File: config.mk
export PLATFORM = sky130hd
export DESIGN_NAME = ddcr_core
export DESIGN_NICKNAME = d
export VERILOG_FILES = /design/src/pkg/ddcr_pkg.sv /design/src/ddcr_core.sv
export VERILOG_INCLUDE_DIRS = /design/src /design/src/pkg
export SDC_FILE = /design/constraint.sdc
export NUM_CORES = 1
export LEC_CHECK = 0
export BUFFER_PORTS_ARGS = -buffer_cell sky130_fd_sc_hd__buf_4
export CAP_MARGIN = 20
export CORE_ASPECT_RATIO = 1.1
export CORE_MARGIN = 2
export CORE_UTILIZATION = 35
export CTS_CLUSTER_SIZE = 16
export DETAILED_ROUTE_END_ITERATION = 7
export PLACE_DENSITY = 0.56
export SYNTH_ARGS = -nofsm -noshare
export SYNTH_HDL_FRONTEND = slang
export SYNTH_SLANG_ARGS = --single-unit
File: constraint.sdc
create_clock -name clk_i -period 2.5 [get_ports clk_i]
set_clock_uncertainty 0.1 [all_clocks]
set_input_delay 0.125 -clock clk_i [delete_from_list [all_inputs] [get_ports clk_i]]
set_output_delay 0.125 -clock clk_i [all_outputs]
set_load 0.02 [all_outputs]
File: src/pkg/ddcr_cfg.svh
// offsets, field positions, reset values and counts of the channel code registers
`ifndef DDCR_CFG_SVH
`define DDCR_CFG_SVH
`define DDCR_OFS_CFG 8'h03
`define DDCR_OFS_GAIN 8'h04
`define DDCR_OFS_CODE_A 8'h08
`define DDCR_OFS_CODE_B 8'h09
`define DDCR_RST_ZERO 16'h0000
`define DDCR_RST_MID 16'h8000
`define DDCR_RST_CFG 16'h0000
`define DDCR_RST_GAIN 16'h0000
`define DDCR_CFG_REF_OFF_BIT 8
`define DDCR_GAIN_HALVER_BIT 8
`define DDCR_GAIN_B_BIT 1
`define DDCR_GAIN_A_BIT 0
`define DDCR_SPI_FRAME_BITS 5'd24
`define DDCR_I2C_BASE 5'h12
`define DDCR_I2C_BYTE_BITS 4'd8
`define DDCR_CODE_BITS 16
`define DDCR_SYNC_W 10
`define DDCR_IX_IFSEL 0
`define DDCR_IX_PUL 1
`define DDCR_IX_HEAD 2
`define DDCR_IX_SCLK 3
`define DDCR_IX_SYNCN 4
`define DDCR_IX_SDIN 5
`define DDCR_IX_SCL 6
`define DDCR_IX_SDA 7
`define DDCR_IX_ASEL0 8
`endif

File: src/pkg/ddcr_pkg.sv
// types shared by the channel code register block
package ddcr_pkg;
    typedef struct packed {
        logic [7:0] addr;
        logic [15:0] data;
    } ddcr_wr_t;
    typedef enum logic [2:0] {
        I2_IDLE,
        I2_ADDR,
        I2_CMD,
        I2_MSB,
        I2_LSB
    } ddcr_i2c_st_t;
endpackage

File: src/ddcr_core.sv
// serial register front end and channel code registers of a dual converter
// Overview of operation
// channel A code register at 8h, resets 0000h or 8000h by level select pin
// channel B code register at 9h, same reset choice as channel A
// codes are unsigned straight binary, msb aligned; 16-bit uses all bits
// 14-bit uses bits 15..2, 12-bit uses bits 15..4
// strap low selects 3-wire spi, high selects i2c
// at power-up both channels take the known code set by level select pin
// spi is mode cpol 0 cpha 1 with 24-bit write frames
// host drives frame select low around each whole packet
// with external reference host disables internal one first
// host order: reference off, divider, gain, then channel codes
// writing 0100h to offset 03h turns the internal reference off
// writing 0103h to offset 04h sets divider on and gain two on both
// outputs stay disabled on short headroom until divider is enabled
// i2c slave address comes from address select pins, four choices
// host never applies external reference with internal reference on
// spi frame is 8-bit address then 16 data bits, msb first
`include "ddcr_cfg.svh"
module ddcr_core #(
    parameter int RES = 16
) (
    input logic clk_i,
    input logic rst_i,
    input logic interface_select_pin_i,
    input logic power_up_level_select_i,
    input logic [1:0] bus_address_select_i,
    input logic headroom_short_i,
    input logic sclk_i,
    input logic sync_n_i,
    input logic sdin_i,
    input logic scl_i,
    input logic sda_i,
    output logic sda_o,
    output logic sda_oe_o,
    output logic [RES-1:0] code_a_o,
    output logic [RES-1:0] code_b_o,
    output logic internal_ref_en_o,
    output logic reference_halver_o,
    output logic [1:0] gain_x2_o,
    output logic out_en_o,
    output ddcr_pkg::ddcr_wr_t wr_o,
    output logic wr_vld_o
);
    import ddcr_pkg::*;

    function automatic logic wr_hit(input ddcr_wr_t w, input logic [7:0] ofs);
        wr_hit = (w.addr == ofs);
    endfunction

    // pins pass two flops; stage one feeds stage two only
    logic [`DDCR_SYNC_W-1:0] pin_w;
    logic [`DDCR_SYNC_W-1:0] s1_ff;
    logic [`DDCR_SYNC_W-1:0] s2_ff;
    assign pin_w = {bus_address_select_i, sda_i, scl_i, sdin_i, sync_n_i, sclk_i,
                    headroom_short_i, power_up_level_select_i, interface_select_pin_i};
    genvar gi;
    generate
        for (gi = 0; gi < `DDCR_SYNC_W; gi++) begin : g_sync
            always_ff @(posedge clk_i) begin
                s1_ff[gi] <= pin_w[gi];
                s2_ff[gi] <= s1_ff[gi];
            end
        end
    endgenerate

    wire pul_s = s2_ff[`DDCR_IX_PUL];
    wire head_s = s2_ff[`DDCR_IX_HEAD];
    wire sclk_s = s2_ff[`DDCR_IX_SCLK];
    wire syncn_s = s2_ff[`DDCR_IX_SYNCN];
    wire sdin_s = s2_ff[`DDCR_IX_SDIN];
    wire scl_s = s2_ff[`DDCR_IX_SCL];
    wire sda_s = s2_ff[`DDCR_IX_SDA];
    wire [1:0] asel_s = s2_ff[`DDCR_IX_ASEL0+1:`DDCR_IX_ASEL0];

    // straps are caught while reset is held, so hold reset past the sync delay
    logic iface_i2c_ff;
    always_ff @(posedge clk_i) begin
        if (rst_i) begin
            iface_i2c_ff <= s2_ff[`DDCR_IX_IFSEL];
        end
    end

    // edge history of the sampled link pins
    logic sclk_q_ff;
    logic syncn_q_ff;
    logic scl_q_ff;
    logic sda_q_ff;
    always_ff @(posedge clk_i) begin
        if (rst_i) begin
            sclk_q_ff <= 1'b0;
            syncn_q_ff <= 1'b1;
            scl_q_ff <= 1'b1;
            sda_q_ff <= 1'b1;
        end else begin
            sclk_q_ff <= sclk_s;
            syncn_q_ff <= syncn_s;
            scl_q_ff <= scl_s;
            sda_q_ff <= sda_s;
        end
    end

    // spi: data is stable at the falling clock edge in mode 1
    wire sclk_fall = sclk_q_ff & ~sclk_s;
    wire sync_edge = syncn_q_ff ^ syncn_s;
    wire sync_rise = ~syncn_q_ff & syncn_s;
    logic [4:0] spi_cnt_ff;
    logic [23:0] spi_sh_ff;
    logic [4:0] nxt_spi_cnt;
    assign nxt_spi_cnt = (spi_cnt_ff == `DDCR_SPI_FRAME_BITS) ? spi_cnt_ff
                                                              : spi_cnt_ff + 5'd1;
    always_ff @(posedge clk_i) begin
        if (rst_i || sync_edge) begin
            spi_cnt_ff <= 5'd0;
        end else if (!syncn_s && sclk_fall) begin
            spi_cnt_ff <= nxt_spi_cnt;
        end
    end
    always_ff @(posedge clk_i) begin
        if (rst_i) begin
            spi_sh_ff <= 24'h000000;
        end else if (!syncn_s && sclk_fall && spi_cnt_ff != `DDCR_SPI_FRAME_BITS) begin
            spi_sh_ff <= {spi_sh_ff[22:0], sdin_s};
        end
    end
    // a short frame is dropped rather than half applied; a long one is applied with its first 24 bits
    wire spi_commit = sync_rise && !iface_i2c_ff
                      && spi_cnt_ff == `DDCR_SPI_FRAME_BITS;

    // i2c write-only slave: address, pointer, data msb, data lsb
    wire scl_rise = ~scl_q_ff & scl_s;
    wire scl_fall = scl_q_ff & ~scl_s;
    wire i2_start = scl_s & scl_q_ff & sda_q_ff & ~sda_s;
    wire i2_stop = scl_s & scl_q_ff & ~sda_q_ff & sda_s;
    ddcr_i2c_st_t i2_st_ff;
    logic [3:0] i2_cnt_ff;
    logic [7:0] i2_sh_ff;
    logic [7:0] i2_ptr_ff;
    logic [7:0] i2_msb_ff;
    logic i2_ack_ff;
    wire [6:0] my_addr = {`DDCR_I2C_BASE, asel_s};
    wire byte_done = scl_fall && !i2_ack_ff && i2_cnt_ff == `DDCR_I2C_BYTE_BITS;
    wire addr_match = i2_sh_ff[7:1] == my_addr && !i2_sh_ff[0];
    wire i2_commit = byte_done && i2_st_ff == I2_LSB;

    always_ff @(posedge clk_i) begin
        if (rst_i || !iface_i2c_ff || i2_stop) begin
            i2_st_ff <= I2_IDLE;
            i2_cnt_ff <= 4'd0;
            i2_ack_ff <= 1'b0;
        end else if (i2_start) begin
            i2_st_ff <= I2_ADDR;
            i2_cnt_ff <= 4'd0;
            i2_ack_ff <= 1'b0;
        end else if (i2_st_ff != I2_IDLE) begin
            if (scl_rise && !i2_ack_ff && i2_cnt_ff != `DDCR_I2C_BYTE_BITS) begin
                i2_cnt_ff <= i2_cnt_ff + 4'd1;
            end
            if (scl_fall && i2_ack_ff) begin
                i2_ack_ff <= 1'b0;
                i2_cnt_ff <= 4'd0;
            end
            if (byte_done) begin
                unique case (i2_st_ff)
                    I2_ADDR: begin
                        i2_ack_ff <= addr_match;
                        i2_st_ff <= addr_match ? I2_CMD : I2_IDLE;
                    end
                    I2_CMD: begin
                        i2_ack_ff <= 1'b1;
                        i2_st_ff <= I2_MSB;
                    end
                    I2_MSB: begin
                        i2_ack_ff <= 1'b1;
                        i2_st_ff <= I2_LSB;
                    end
                    I2_LSB: begin
                        i2_ack_ff <= 1'b1;
                        i2_st_ff <= I2_MSB;
                    end
                    default: i2_st_ff <= I2_IDLE;
                endcase
            end
        end
    end

    always_ff @(posedge clk_i) begin
        if (rst_i) begin
            i2_sh_ff <= 8'h00;
            i2_ptr_ff <= 8'h00;
            i2_msb_ff <= 8'h00;
        end else begin
            if (scl_rise && !i2_ack_ff && i2_cnt_ff != `DDCR_I2C_BYTE_BITS) begin
                i2_sh_ff <= {i2_sh_ff[6:0], sda_s};
            end
            if (byte_done && i2_st_ff == I2_CMD) begin
                i2_ptr_ff <= i2_sh_ff;
            end
            if (byte_done && i2_st_ff == I2_MSB) begin
                i2_msb_ff <= i2_sh_ff;
            end
        end
    end
    assign sda_o = 1'b0;
    assign sda_oe_o = i2_ack_ff;

    // one write path, fed by whichever port the strap chose
    wire wr_vld = spi_commit | i2_commit;
    ddcr_wr_t wr_w;
    assign wr_w = iface_i2c_ff ? {i2_ptr_ff, i2_msb_ff, i2_sh_ff} : spi_sh_ff;

    logic [15:0] cfg_ff;
    logic [15:0] gain_ff;
    logic [15:0] code_a_ff;
    logic [15:0] code_b_ff;
    logic [15:0] rst_code;
    assign rst_code = pul_s ? `DDCR_RST_MID : `DDCR_RST_ZERO;
    always_ff @(posedge clk_i) begin
        if (rst_i) begin
            cfg_ff <= `DDCR_RST_CFG;
            gain_ff <= `DDCR_RST_GAIN;
            code_a_ff <= rst_code;
            code_b_ff <= rst_code;
        end else if (wr_vld) begin
            if (wr_hit(wr_w, `DDCR_OFS_CFG)) cfg_ff <= wr_w.data;
            if (wr_hit(wr_w, `DDCR_OFS_GAIN)) gain_ff <= wr_w.data;
            if (wr_hit(wr_w, `DDCR_OFS_CODE_A)) code_a_ff <= wr_w.data;
            if (wr_hit(wr_w, `DDCR_OFS_CODE_B)) code_b_ff <= wr_w.data;
        end
    end

    // low bits of shorter variants are don't-care and simply dropped
    assign code_a_o = code_a_ff[`DDCR_CODE_BITS-1 -: RES];
    assign code_b_o = code_b_ff[`DDCR_CODE_BITS-1 -: RES];
    assign internal_ref_en_o = ~cfg_ff[`DDCR_CFG_REF_OFF_BIT];
    assign reference_halver_o = gain_ff[`DDCR_GAIN_HALVER_BIT];
    assign gain_x2_o = {gain_ff[`DDCR_GAIN_B_BIT], gain_ff[`DDCR_GAIN_A_BIT]};

    logic out_en_ff;
    logic wr_vld_ff;
    ddcr_wr_t wr_ff;
    always_ff @(posedge clk_i) begin
        if (rst_i) begin
            out_en_ff <= 1'b0;
            wr_vld_ff <= 1'b0;
            wr_ff <= '0;
        end else begin
            out_en_ff <= ~(head_s & ~gain_ff[`DDCR_GAIN_HALVER_BIT]);
            wr_vld_ff <= wr_vld;
            if (wr_vld) begin
                wr_ff <= wr_w;
            end
        end
    end
    assign out_en_o = out_en_ff;
    assign wr_vld_o = wr_vld_ff;
    assign wr_o = wr_ff;

    property p_rst_a;
        // sync stages carry no pin value during the first reset edges
        @(posedge clk_i) rst_i && $past(rst_i, 3)
        |=> code_a_ff == ($past(pul_s) ? 16'h8000 : 16'h0000);
    endproperty
    a_rst_a: assert property (p_rst_a) else $error("code a reset value wrong");

    property p_rst_b;
        @(posedge clk_i) rst_i ##1 !rst_i |-> code_b_ff == code_a_ff;
    endproperty
    a_rst_b: assert property (p_rst_b) else $error("code b reset differs");

    property p_wr_a;
        @(posedge clk_i) disable iff (rst_i)
        wr_vld && wr_w.addr == 8'h08 |=> code_a_o == $past(wr_w.data[15 -: RES]);
    endproperty
    a_wr_a: assert property (p_wr_a) else $error("code a output not updated");

    property p_wr_b;
        @(posedge clk_i) disable iff (rst_i)
        wr_vld && wr_w.addr == 8'h09 |=> code_b_ff == $past(wr_w.data);
    endproperty
    a_wr_b: assert property (p_wr_b) else $error("code b not written");

    property p_spi_len;
        @(posedge clk_i) disable iff (rst_i)
        spi_commit |-> $past(spi_cnt_ff) == 5'd24 && !syncn_q_ff;
    endproperty
    a_spi_len: assert property (p_spi_len) else $error("spi commit without 24 bits");

    property p_port_sel;
        @(posedge clk_i) disable iff (rst_i)
        (spi_commit -> !iface_i2c_ff) && (sda_oe_o -> iface_i2c_ff);
    endproperty
    a_port_sel: assert property (p_port_sel) else $error("wrong port active");

    property p_ref_off;
        @(posedge clk_i) disable iff (rst_i)
        wr_vld && wr_w.addr == 8'h03 && wr_w.data == 16'h0100 |=> !internal_ref_en_o;
    endproperty
    a_ref_off: assert property (p_ref_off) else $error("reference still on");

    property p_gain;
        @(posedge clk_i) disable iff (rst_i)
        wr_vld && wr_w.addr == 8'h04 && wr_w.data == 16'h0103
        |=> reference_halver_o && gain_x2_o == 2'b11;
    endproperty
    a_gain: assert property (p_gain) else $error("divider or gain not set");

    property p_headroom;
        @(posedge clk_i) disable iff (rst_i)
        (head_s && !gain_ff[8])[*2] |-> !out_en_o;
    endproperty
    a_headroom: assert property (p_headroom) else $error("output enabled without headroom");

    property p_ack;
        @(posedge clk_i) disable iff (rst_i)
        $rose(sda_oe_o) |-> $past(i2_st_ff) != I2_IDLE && $past(i2_cnt_ff) == 4'd8;
    endproperty
    a_ack: assert property (p_ack) else $error("ack outside ninth bit");
endmodule // ddcr_core

After elaboration in Yosys (flattened, before gate mapping):

Cells that the tools add are included.

* register bits after elaboration: 162
* input port bits: 12
* output and inout port bits: 64
* word-level logic and storage cells: 135

* bitwise gates (word level): 22
* reduce and logical (&&, ||, !) cells: 38
* add/sub/neg operators: 2
* muxes and demuxes: 18
* equal/unequal tests: 13

Operator list (count)
* 16-bit 2-to-1 mux: 7
* 24-bit 2-to-1 mux: 1
* 8-bit by 4-bit == test with 1-bit output, second input constant: 2
* 2-bit AND reduction: 8
* 1-bit logical AND: 13
* 2-bit nonzero test: 6
* 1-bit AND: 10
* 1-bit NOT: 10
* 3-bit one-hot mux with 3 select lines: 1
* 8-bit by 2-bit == test with 1-bit output, second input constant: 1
* 8-bit by 3-bit == test with 1-bit output, second input constant: 1
* 4-bit 2-to-1 mux: 2
* 7-bit == test: 1
* 3-bit by 2-bit == test with 1-bit output, second input constant: 2
* 5-bit by 1-bit adder with 5-bit output, second input constant: 1
* 5-bit == test, second input constant: 1
* 1-bit 2-to-1 mux: 5
* 5-bit != test, second input constant: 1
* 4-bit by 1-bit adder with 4-bit output, second input constant: 1
* 4-bit == test, second input constant: 1
* 1-bit logical NOT: 4
* 4-bit != test, second input constant: 1
* 2-bit OR reduction: 2
* 3-bit by 1-bit == test with 1-bit output, second input constant: 1
* 8 further kinds: 10

Longest topological paths before layout:

Gate-level depths: netlist of run 1.

* depth in word-level cells: 8
* mapped depth: 8
* mapped depth without buffers: 6

Worst setup path before layout of run 1:

OpenSTA, ideal clock, no wires.

* path type: register to register
* from: register spi_cnt_ff[0]
* to: register code_b_ff[0], in the netlist code_b_o[0] (enable)
* cell stages (with the launch flop): 7
* library setup time: 0.339 ns
* period minus slack after synthesis: 2.253 ns
* data required time: 2.061 ns
* data arrival time: 1.814 ns
* path buffers: 0
* slack: 0.247 ns
* cell sequence: dfxtp_1 > inv_1 > ha_1 > nand4b_1 > or3b_2 > a21oi_1 > a31o_2

* cells in the longest elaborated chain, start to end: 5

RTL lines
* start, declared: line ddcr_core.sv:107 `logic [4:0] spi_cnt_ff;`
* start signal, assigned: line ddcr_core.sv:116 `spi_cnt_ff <= nxt_spi_cnt;`
* 5-bit == test (no line)
* 1-bit logical AND (no line)
* 1-bit bitwise OR: line ddcr_core.sv:208 `wire wr_vld = spi_commit | i2_commit;`
* 2-bit nonzero test (no line)
* 2-bit AND reduction (no line)
* end signal, assigned: line ddcr_core.sv:223 `code_b_ff <= rst_code;`
* end signal, assigned: line ddcr_core.sv:228 `` if (wr_hit(wr_w, `DDCR_OFS_CODE_B)) code_b_ff <= wr_w.data; ``
* end, declared: line ddcr_core.sv:215 `logic [15:0] code_b_ff;`

No other way between the ends.
A chain may end at the register's enable or synchronous reset.

Worst setup path after layout of run 1:

* from: register scl_q_ff
* to: register code_a_ff[8], in the netlist code_a_o[8] (enable)

* cells in the longest elaborated chain, start to end: 7

RTL lines
* start, declared: line ddcr_core.sv:87 `logic scl_q_ff;`
* start signal, assigned: line ddcr_core.sv:98 `scl_q_ff <= scl_s;`
* 1-bit AND: line ddcr_core.sv:132 `wire scl_fall = scl_q_ff & ~scl_s;`
* 1-bit logical AND: line ddcr_core.sv:142 `` wire byte_done = scl_fall && !i2_ack_ff && i2_cnt_ff == `DDCR_I2C_BYTE_BITS; ``
* 1-bit logical AND (no line)
* 1-bit logical AND: line ddcr_core.sv:144 `wire i2_commit = byte_done && i2_st_ff == I2_LSB;`
* 1-bit bitwise OR: line ddcr_core.sv:208
* 2-bit nonzero test (no line)
* 2-bit AND reduction (no line)
* end signal, assigned: line ddcr_core.sv:222 `code_a_ff <= rst_code;`
* end signal, assigned: line ddcr_core.sv:227 `` if (wr_hit(wr_w, `DDCR_OFS_CODE_A)) code_a_ff <= wr_w.data; ``
* end, declared: line ddcr_core.sv:214 `logic [15:0] code_a_ff;`

No other way between the ends.

==> out/results.ini, run 1 <==
[outcome]
status=finished, final reports clean

[critical_path]
worstSetupStartpointType=flip-flop
cp_slowest_stage_delay_ps=500
critPathCaptureType=flip-flop
crit_buf_inv=1
regToRegStartpoint=scl_q_ff
worstSetupStartpoint=scl_q_ff
critPathRequiredTime_ps=2530
path_class=flip-flop to flip-flop
arrival_ps=2400
slowest_stage=nor4b_1
crit_chain=nor4b_1 -> nand3_1 -> a21oi_1 -> a31o_2 -> buf_12
cp_top_family=simple AND/OR/NAND/NOR gates
cp_max_fo=16

[synthesis]
synth_fp_nets=520
synthCells=503
ys_ff_latch=148
syn_area_sq_um=5455
yosysSeqAreaShare_pct=60.37
yosysTopAreaCellShare_pct=42.20
synth_fa_ha_area_share_pct=1.147
synthMuxAreaShare_pct=8.142
synth-simple-area-share_pct=16.10
synth.top_cells.by_count=115 x dfxtp_1, 66 x nand2_1, 41 x a21oi_1, 41 x mux2i_1, 36 x nor2_1
yosysMostFrequentCell=dfxtp_1
synth.avg_cell_area_sq_um=10.85
synth_top_family_by_area=simple AND/OR/NAND/NOR gates
synth_compound_area_share_pct=10.28
yosysWarnings=0
async_flop_share_pct=0
synth_ff_type=dfxtp_1
synth.area.top_cells=dfxtp_1 42%, edfxtp_1 18%, mux2i_1 7.5%, nand2_1 4.5%, a21oi_1 3.8%
synth-edff-count=33
yosysTopAreaCell=dfxtp_1
synthXorXnorAreaFrac_pct=0.9633
ys_types=46

[place]
place_hpwl_microns=8316
io_buffers=74
gp_congestion=0.8531
place_inst=764

[grt]
grt_util_met3_pct=3.843
grt_antenna_before_repair=0
grt_use_total_pct=14.67
grt_max_degree=48
overflow=0
first_global_vias=3626
grt_pass1_wl_microns=18710
busiest_layer=met2
grtUsageMet1_pct=19.23
use_met2_pct=22.87

[final_layout]
n_antenna_cell=0
fillCellCount=1405
stdcell_count=806
drive_gt1_share_pct=23.28
multi_input_area_sq_um=2007
area_delta_synth_final_pct=29.79
regArea_sq_um=3293
nets=614

[detailed_routing]
viasPerCell=4.917
vias=3963
drtIter0Drc=246
dr.pass1.iters=4
drtAntennaViolNets=0
routed_wl_microns=11730
drc=0
wl_per_cell_microns=14.56

[power]
internal_power_w=0.004303
p_total_w=0.005470
power_density_nw_per_um2=772.6
power_switching_w=0.001167
p_sw_share_pct=21.33
ir_drop_mv=0.5001
power.leakage_nw=2.853
power_frac_clock_pct=50.6
p_comb_share_pct=3.7
sequentialPowerShare_pct=45.7

[floorplanning]
die_y_microns=134.9
core_sq_um=15170
num_rows=47
start_util_pct=35.96
ioPinCount=76
die_area_sq_um=16600
die_x_microns=123.0

[clock_tree]
insertion_delay_ps=420
post_cts_resized=0
post_cts_buffers=0
hold_buffers=10
clock-sinks=148
cts_tree=built
numCtsBuffers=17
clk_pin_slew_ps=60
cts-root-buf=clkbuf_16
cts-root-to-sink-buffers=2
htree_levels=4

[worst_hold_path]
hp-start=rst_i
hold_path_class=input port to flip-flop

[timing]
setup_viol=0
fin_tns_setup_ps=0
whs_ps=57.07
tightest_slew_ps=853.1
hold_viol=0
slew_headroom_pct=43.12
fin_crit_ps=2377
post-route-period-util_pct=95.07
fmax_mhz=420.7
rsz0062_at_grt=no
final_max_slew_viol_count=0

[job]
maxCapViolations=0

## cell families (layout without fill, tap and decap cells)
family / after synthesis / count (layout)
and+or+nand+nor: 174 / 174
DFF: 148 / 148
AOI/OAI and AO/OA: 85 / 85
muxes: 44 / 44
buffers and inverters: 40 / 147
xor gates and xnor gates: 6 / 6
adders and majority gates: 5 / 5
other: 1 / 1
## state kept, by name (all words and copies together), names as in the netlist, 2 cells and up
| register | count |
|---|---|
| asel_s | 2 |
| code_a_o | 16 |
| code_b_o | 16 |
| gain_ff | 3 |
| i2_cnt_ff | 4 |
| i2_msb_ff | 8 |
| i2_ptr_ff | 8 |
| i2_sh_ff | 8 |
| i2_st_ff | 3 |
| s1_ff | 10 |
| spi_cnt_ff | 5 |
| spi_sh_ff | 24 |
| wr_o | 24 |
## final timing paths
| path | slack, ps | end | cells past startpoint |
|---|---|---|---|
| worst max-delay path | 120 | code_a_o[8] | 5 |
| worst min-delay path | 60 | i2_ptr_ff[6] | 2 |
| worst max register to register | 120 | code_a_o[8] | 5 |
| worst min register to register | 230 | sclk_s | 0 |
## layout by cell type, fill, tap and decap left out, drive strengths merged, types with 12 or more instances in the layout
cell,count
nor2,36
buf,93
mux2i,41
edfxtp,33
nand3,12
o2bb2ai,23
dfxtp,115
clkbuf,18
inv,19
a21oi,41
nand2,66
## power by group through the flow
stage                     Clock (W)  Sequential, W  Combinational (W)
final                       0.00277        0.00250           0.000202
after global routing        0.00293        0.00250           0.000218
after CTS                   0.00282        0.00250           0.000204
after detailed placement          0        0.00255           0.000192
after global placement            0        0.00255           0.000190
after floorplan                   0        0.00258          0.0000880
## area by class of cell
class                      instances  area share (%)
clock buffer                      18           6.203
clock inverter                    14           3.039
inverter                          12          0.6362
multi-input combinational        315           28.34
sequential                       148           46.51
tap                              196           3.464
timing repair buffer             103           11.80
## through the flow
stage               area [sq um]  utilization [%]  setup slack, ps
CTS                         7081            46.67            162.7
floorplan                   5455                -            247.2
global route                7081            46.67            24.40
detailed placement          6326            41.70            197.8
global placement            6326            41.70            284.3
finish                      7081            46.67            123.2
## routing by layer
metal / routed length [microns] / vias up
met1: 5465 / 1880
met2: 5512 / 88
met4: 216 / 0
li1: - / 1978
met3: 539 / 17
met5: 0 / -
Power figures use the tool's default switching activity.
==> run 2, diff against run 1 <==
--- a/config.mk
+++ b/config.mk
@@ -13,7 +13,7 @@
 export CORE_UTILIZATION = 35
 export CTS_CLUSTER_SIZE = 16
 export DETAILED_ROUTE_END_ITERATION = 7
-export PLACE_DENSITY = 0.56
+export PLACE_DENSITY = 0.58
 export SYNTH_ARGS = -nofsm -noshare
 export SYNTH_HDL_FRONTEND = slang
 export SYNTH_SLANG_ARGS = --single-unit
==> constraint.sdc (replaced) <==
create_clock -name clk_i -period 1.92 [get_ports clk_i]
set_clock_uncertainty 0.1 [all_clocks]
set_input_delay 0.096 -clock clk_i [delete_from_list [all_inputs] [get_ports clk_i]]
set_output_delay 0.096 -clock clk_i [all_outputs]
set_load 0.02 [all_outputs]
==> run 2 against run 1 <==
  * The run now ends with negative setup slack left
  * Global-route usage up 0.91 points
  * Sequential power up 30%
  * Power up 29%
  * Sequential share of layout area shrank 2.2 points
  * Die area is the same
  * Critical path type unchanged
  * Critical endpoint is now code_b_o[15]
==> out/results.ini, run 2 (same netlist as run 1, synthesis figures left out) <==
[outcome]
status=finished, violations left
violations=negative setup slack

[final_layout]
nets=644
drive_gt1_share_pct=28.44
area_delta_synth_final_pct=36.35
utilization_pct=49.03
final_cell_mix=115 x buf_4, 114 x dfxtp_1, 66 x nand2_1
n_antenna_cell=0
final_area_sq_um=7438
final_common_cell=buf_4

[critical_path]
rrSetupSlack_ps=-220
critical_path_depth=4
rr_endpoint=code_b_o[15]
critPathRequiredTime_ps=1940
critPathCaptureType=flip-flop
path_class=flip-flop to flip-flop
rr_worst_depth=4
worstSetupStartpointType=flip-flop
worstSetupStartpoint=i2_ptr_ff[4]
arrival_ps=2170
cp_max_fo=8
crit_chain=or4b_4 -> or3_4 -> o22ai_4 -> a31o_4
cp_top_family=simple AND/OR/NAND/NOR gates
crit_buf_inv=0
worstSetupEndpoint=code_b_o[15]
regToRegStartpoint=i2_ptr_ff[4]
cp_slowest_stage_delay_ps=530
slowest_stage=or4b_4

[floorplanning]
num_rows=47
ioPinCount=76
die_y_microns=134.9
die_area_sq_um=16600
start_util_pct=35.96
die_x_microns=123.0
core_sq_um=15170

[grt]
overflow=0
grt_use_total_pct=15.58
first_global_vias=3857
grt_pass1_wl_microns=19570
grt_max_degree=44
grt_antenna_before_repair=0

[clock_tree]
insertion_delay_ps=420
htree_levels=4
clock-sinks=148
cts-root-to-sink-buffers=2
post_cts_buffers=0
cts-root-buf=clkbuf_16
cts_tree=built
clk_pin_slew_ps=60
numCtsBuffers=17

[timing]
rsz0062_at_grt=yes
post-route-period-util_pct=111.7
hold_viol=0
fin_crit_ps=2144
setup_viol=35
fmax_mhz=466.3
tightest_slew_ps=559.2
slew_headroom_pct=62.72
final_max_slew_viol_count=0
setup_slack_ps=-224.4

[place]
place_hpwl_microns=8566
io_buffers=74
gp_congestion=0.8609
post_dp_cell_area_sq_um=6608

[power]
ir_drop_mv=0.7837
sequentialPowerShare_pct=46.1
p_sw_share_pct=21.26
power_frac_clock_pct=49.7
p_comb_share_pct=4.1
power_density_nw_per_um2=947.9
internal_power_w=0.005551
power.leakage_nw=3.030
power_switching_w=0.001499

[worst_hold_path]
hp-start=rst_i
hold_path_class=input port to flip-flop
holdPathStages=2

[detailed_routing]
vias=4078
drtIter0Drc=225
wl_per_cell_microns=15.22
routed_wl_microns=12720
viasPerCell=4.878
drc=0
drtAntennaViolNets=0
dr.pass1.iters=4

[job]
maxCapViolations=0

run 2: cell types whose count changed in the layout (fill, tap and decap cells not counted), sizes merged:
cell	delta
buf	+28
clkinvlp	+3
inv	-3
a31o	+2
run 2: worst min-delay path by stage:
stage	to	slack, ps
detailed placement	s1_ff[1]	100
finish	i2_ptr_ff[5]	50
CTS	i2_ptr_ff[3]	10
floorplan	s1_ff[0]	20
global placement	s1_ff[7]	100
global route	sclk_q_ff	80
run 2: area by class of cell:
cell class	count	area, sq um
Inverter	12	45.04
Sequential cell	148	3294
Fill cell	1372	7734
Clock inverter	14	201.4
Tap cell	196	245.2
Timing Repair Buffer	131	1075
Multi-Input combinational cell	317	2148
Clock buffer	18	429.2
run 2: what timing repair did:
item                                    CTS  global route
hold buffers                             10             0
endpoints found under the setup margin   59            66
pin swaps                                 1             6
gates resized for setup                   6             9
cloned                                    0             2
endpoints found under the hold margin    10             0
run 2: per-stage QoR:
step | hold WS [ps] | instances | setup TNS [ps] | power, W | worst slack [ps]
after floorplan | 23.72 | 503 | -5771 | 0.003473 | -172.4
after global routing | 77.14 | 836 | -9058 | 0.007288 | -274.9
after CTS | 12.25 | 834 | -7082 | 0.007118 | -215.7
final | 48.28 | 836 | -7125 | 0.007050 | -224.4
after detailed placement | 101.5 | 792 | -9370 | 0.003585 | -218.7
after global placement | 101.6 | 792 | -8921 | 0.003581 | -195.9
run 2: power groups by stage:
stage / sequential [W] / combinational, W / clock (W)
floorplan: 0.00335 / 0.000119 / 0
global placement: 0.00332 / 0.000261 / 0
detailed placement: 0.00332 / 0.000264 / 0
CTS: 0.00325 / 0.000283 / 0.00358
global route: 0.00326 / 0.000312 / 0.00372
finish: 0.00325 / 0.000291 / 0.00351
run 2: worst register-to-register path: stages, from the launching register on:
cell     delay, ps
dfxtp_1        310
or4b_4         530
or3_4          370
o22ai_4        240
a31o_4         290
run 2: layer usage:
metal	vias to the layer above	GRT usage, %	routed length [microns]
li1	2041	-	-
met1	1920	19.19	5559
met2	99	25.29	6341
met3	18	4.476	622
met4	0	6.818	199
met5	-	0	0
==> run 3, diff against run 2 <==
--- a/config.mk
+++ b/config.mk
@@ -6,6 +6,7 @@
 export SDC_FILE = /design/constraint.sdc
 export NUM_CORES = 1
 export LEC_CHECK = 0
+export ABC_AREA = 1
 export BUFFER_PORTS_ARGS = -buffer_cell sky130_fd_sc_hd__buf_4
 export CAP_MARGIN = 20
 export CORE_ASPECT_RATIO = 1.1
==> constraint.sdc (replaced) <==
create_clock -name clk_i -period 1.77 [get_ports clk_i]
set_clock_uncertainty 0.1 [all_clocks]
set_input_delay 0.0885 -clock clk_i [delete_from_list [all_inputs] [get_ports clk_i]]
set_output_delay 0.0885 -clock clk_i [all_outputs]
set_load 0.02 [all_outputs]
==> run 3 against run 2 <==
  * Clock-buffer cell count up 1
  * Via count up 6.4%
  * Global-route usage fell by 1.2 points
  * Sequential power increased by 11%
  * Flip-flop and latch count did not move
  * Design area shrank 0.30%
  * Synthesized cell count rose by 22%
  * The flow still finishes with violations (negative setup slack)
  * Critical path type unchanged
  * First-iteration DRC count is 10% lower
  * Final cell count up 13%
  * Largest cell class unchanged
  * Fmax up 17%
==> out/results.ini, run 3 <==
[timing]
fin_crit_ps=1837
setup_viol=32
final_max_slew_viol_count=0
hold_viol=0
setup_slack_ps=-67.33
post-route-period-util_pct=103.8
rsz0062_at_grt=yes
whs_ps=205.3
tightest_slew_ps=514.2
slew_headroom_pct=65.46
fmax_mhz=544.3

[final_layout]
final_area_sq_um=7416
fillCellCount=1507
n_antenna_cell=0
area_delta_synth_final_pct=33.19
final_common_cell=dfxtp_1
final_cell_mix=115 x dfxtp_1, 113 x buf_4, 69 x nand2_1
nets=752
drive_gt1_share_pct=27.67

[detailed_routing]
drc=0
wl_per_cell_microns=12.49
drtIter0Drc=202
routed_wl_microns=11840
drtAntennaViolNets=0
viasPerCell=4.576
vias=4338
dr.pass1.iters=5

[grt]
grt_pass1_wl_microns=19780
grt_antenna_before_repair=0
use_met2_pct=24.26
grt_use_total_pct=14.41
grt_util_met3_pct=3.621
grt_max_degree=39
overflow=0
first_global_vias=4200
grtUsageMet1_pct=17.44
busiest_layer=met2

[clock_tree]
clock-sinks=148
cts-root-to-sink-buffers=2
insertion_delay_ps=420
numCtsBuffers=17
cts-root-buf=clkbuf_16
htree_levels=4
clk_pin_slew_ps=60
cts_tree=built

[synthesis]
synth_compound_area_share_pct=14.52
synthXorXnorAreaFrac_pct=0
yosysMostFrequentCell=dfxtp_1
synth.avg_cell_area_sq_um=9.083
yosysTopAreaCellShare_pct=41.35
async_flop_share_pct=0
synth-simple-area-share_pct=17.24
synth-edff-count=33
yosysTopAreaCell=dfxtp_1
yosysWarnings=0
synth_fa_ha_area_share_pct=1.124
synth_top_family_by_area=simple AND/OR/NAND/NOR gates
synth.area.top_cells=dfxtp_1 41%, edfxtp_1 18%, o21ai_0 6.5%, nand2_1 5.4%, nor2_1 4.6%
ys_types=31
ys_ff_latch=148
syn_area_sq_um=5568
synth_ff_type=dfxtp_1
synthMuxAreaShare_pct=0
synth.top_cells.by_count=115 x dfxtp_1, 80 x nand2_1, 72 x o21ai_0
synthCells=613
synth_fp_nets=630
yosysSeqAreaShare_pct=59.15

[power]
power.leakage_nw=3.067
power_density_nw_per_um2=1038
ir_drop_mv=0.6720
p_total_w=0.007695

[worst_hold_path]
hold_path_class=input port to flip-flop

[outcome]
violations=negative setup slack
status=finished, violations left

[critical_path]
cp_top_family=simple AND/OR/NAND/NOR gates
cp_max_fo=16
crit_buf_inv=3
cp_slowest_stage_delay_ps=400
critPathRequiredTime_ps=1790
critPathMostFrequentCell=nand2_2
crit_chain=buf_6 -> inv_8 -> nand2_2 -> nand2_2 -> nand2_2 -> nor2_4 -> nand4_1 -> o21ai_4 -> buf_12
path_class=flip-flop to flip-flop
slowest_stage=edfxtp_1
arrival_ps=1860
critPathCaptureType=flip-flop
worstSetupStartpointType=flip-flop

[floorplanning]
num_rows=48
die_y_microns=136.3
die_area_sq_um=16930
ioPinCount=76
die_x_microns=124.3
start_util_pct=35.66
core_sq_um=15620

[place]
dp_slack_ps=-103.5
io_buffers=74
place_hpwl_microns=8450
post_dp_cell_area_sq_um=6600
gp_congestion=0.8277

[job]
maxCapViolations=0

==> run 3: cell type report <==
| class | instances | area, sq um | area share [%] |
|---|---|---|---|
| clock buffers | 19 | 432.9 | 5.838 |
| clock inverters | 13 | 158.9 | 2.143 |
| inverters | 69 | 266.5 | 3.594 |
| multi-input cells | 368 | 1947 | 26.25 |
| flip-flops and latches | 148 | 3293 | 44.41 |
| well taps | 200 | 250.2 | 3.374 |
| repair buffers | 131 | 1067 | 14.39 |
==> run 3: final timing paths <==
kind	from	to	slack, ps	cells past startpoint
min	bus_address_select_i[1]	s1_ff[9]	210	2
max reg2reg	iface_i2c_ff	code_a_o[1]	-70	9
min reg2reg	s1_ff[3]	sclk_s	230	0
max	iface_i2c_ff	code_a_o[1]	-70	9
==> run 3: routing by layer <==
metal  wire, microns  vias to the layer above
li1                -                     2268
met1            5428                     1942
met2            5610                      110
met3             532                       18
met4             268                        0
met5               0                        -
==> run 3: timing repair <==
item,4_1_cts,5_1_grt
pin swaps,0,4
endpoints found under the setup margin,54,82
hold buffers,11,0
gates resized for setup,5,18
cloned,0,1
setup buffers,0,3
endpoints found under the hold margin,20,0
==> run 3: logic make-up after synthesis <==
kind of cell | count (synthesis)
and+or+nand+nor | 216
DFF | 148
AOI/OAI and AO/OA | 145
buffers and inverters | 98
adders and majority gates | 5
other | 1
==> run 3: power breakdown <==
part / switching (W) / leakage [nW] / internal, W
registers: 0.0000449 / 1.28 / 0.00356
clock network: 0.00136 / 0.285 / 0.00221
logic: 0.000303 / 1.51 / 0.000217
total: 0.00171 / 3.07 / 0.00599
==> run 3: through the flow <==
stage / TNS, ps / instances / util [%]
2_1_floorplan: -4587 / 613 / -
3_3_place_gp: -2310 / 901 / 42.27
3_5_place_dp: -3368 / 901 / 42.27
4_1_cts: -2601 / 944 / 46.90
5_1_grt: -4473 / 948 / 47.49
6_report: -1773 / 948 / 47.49
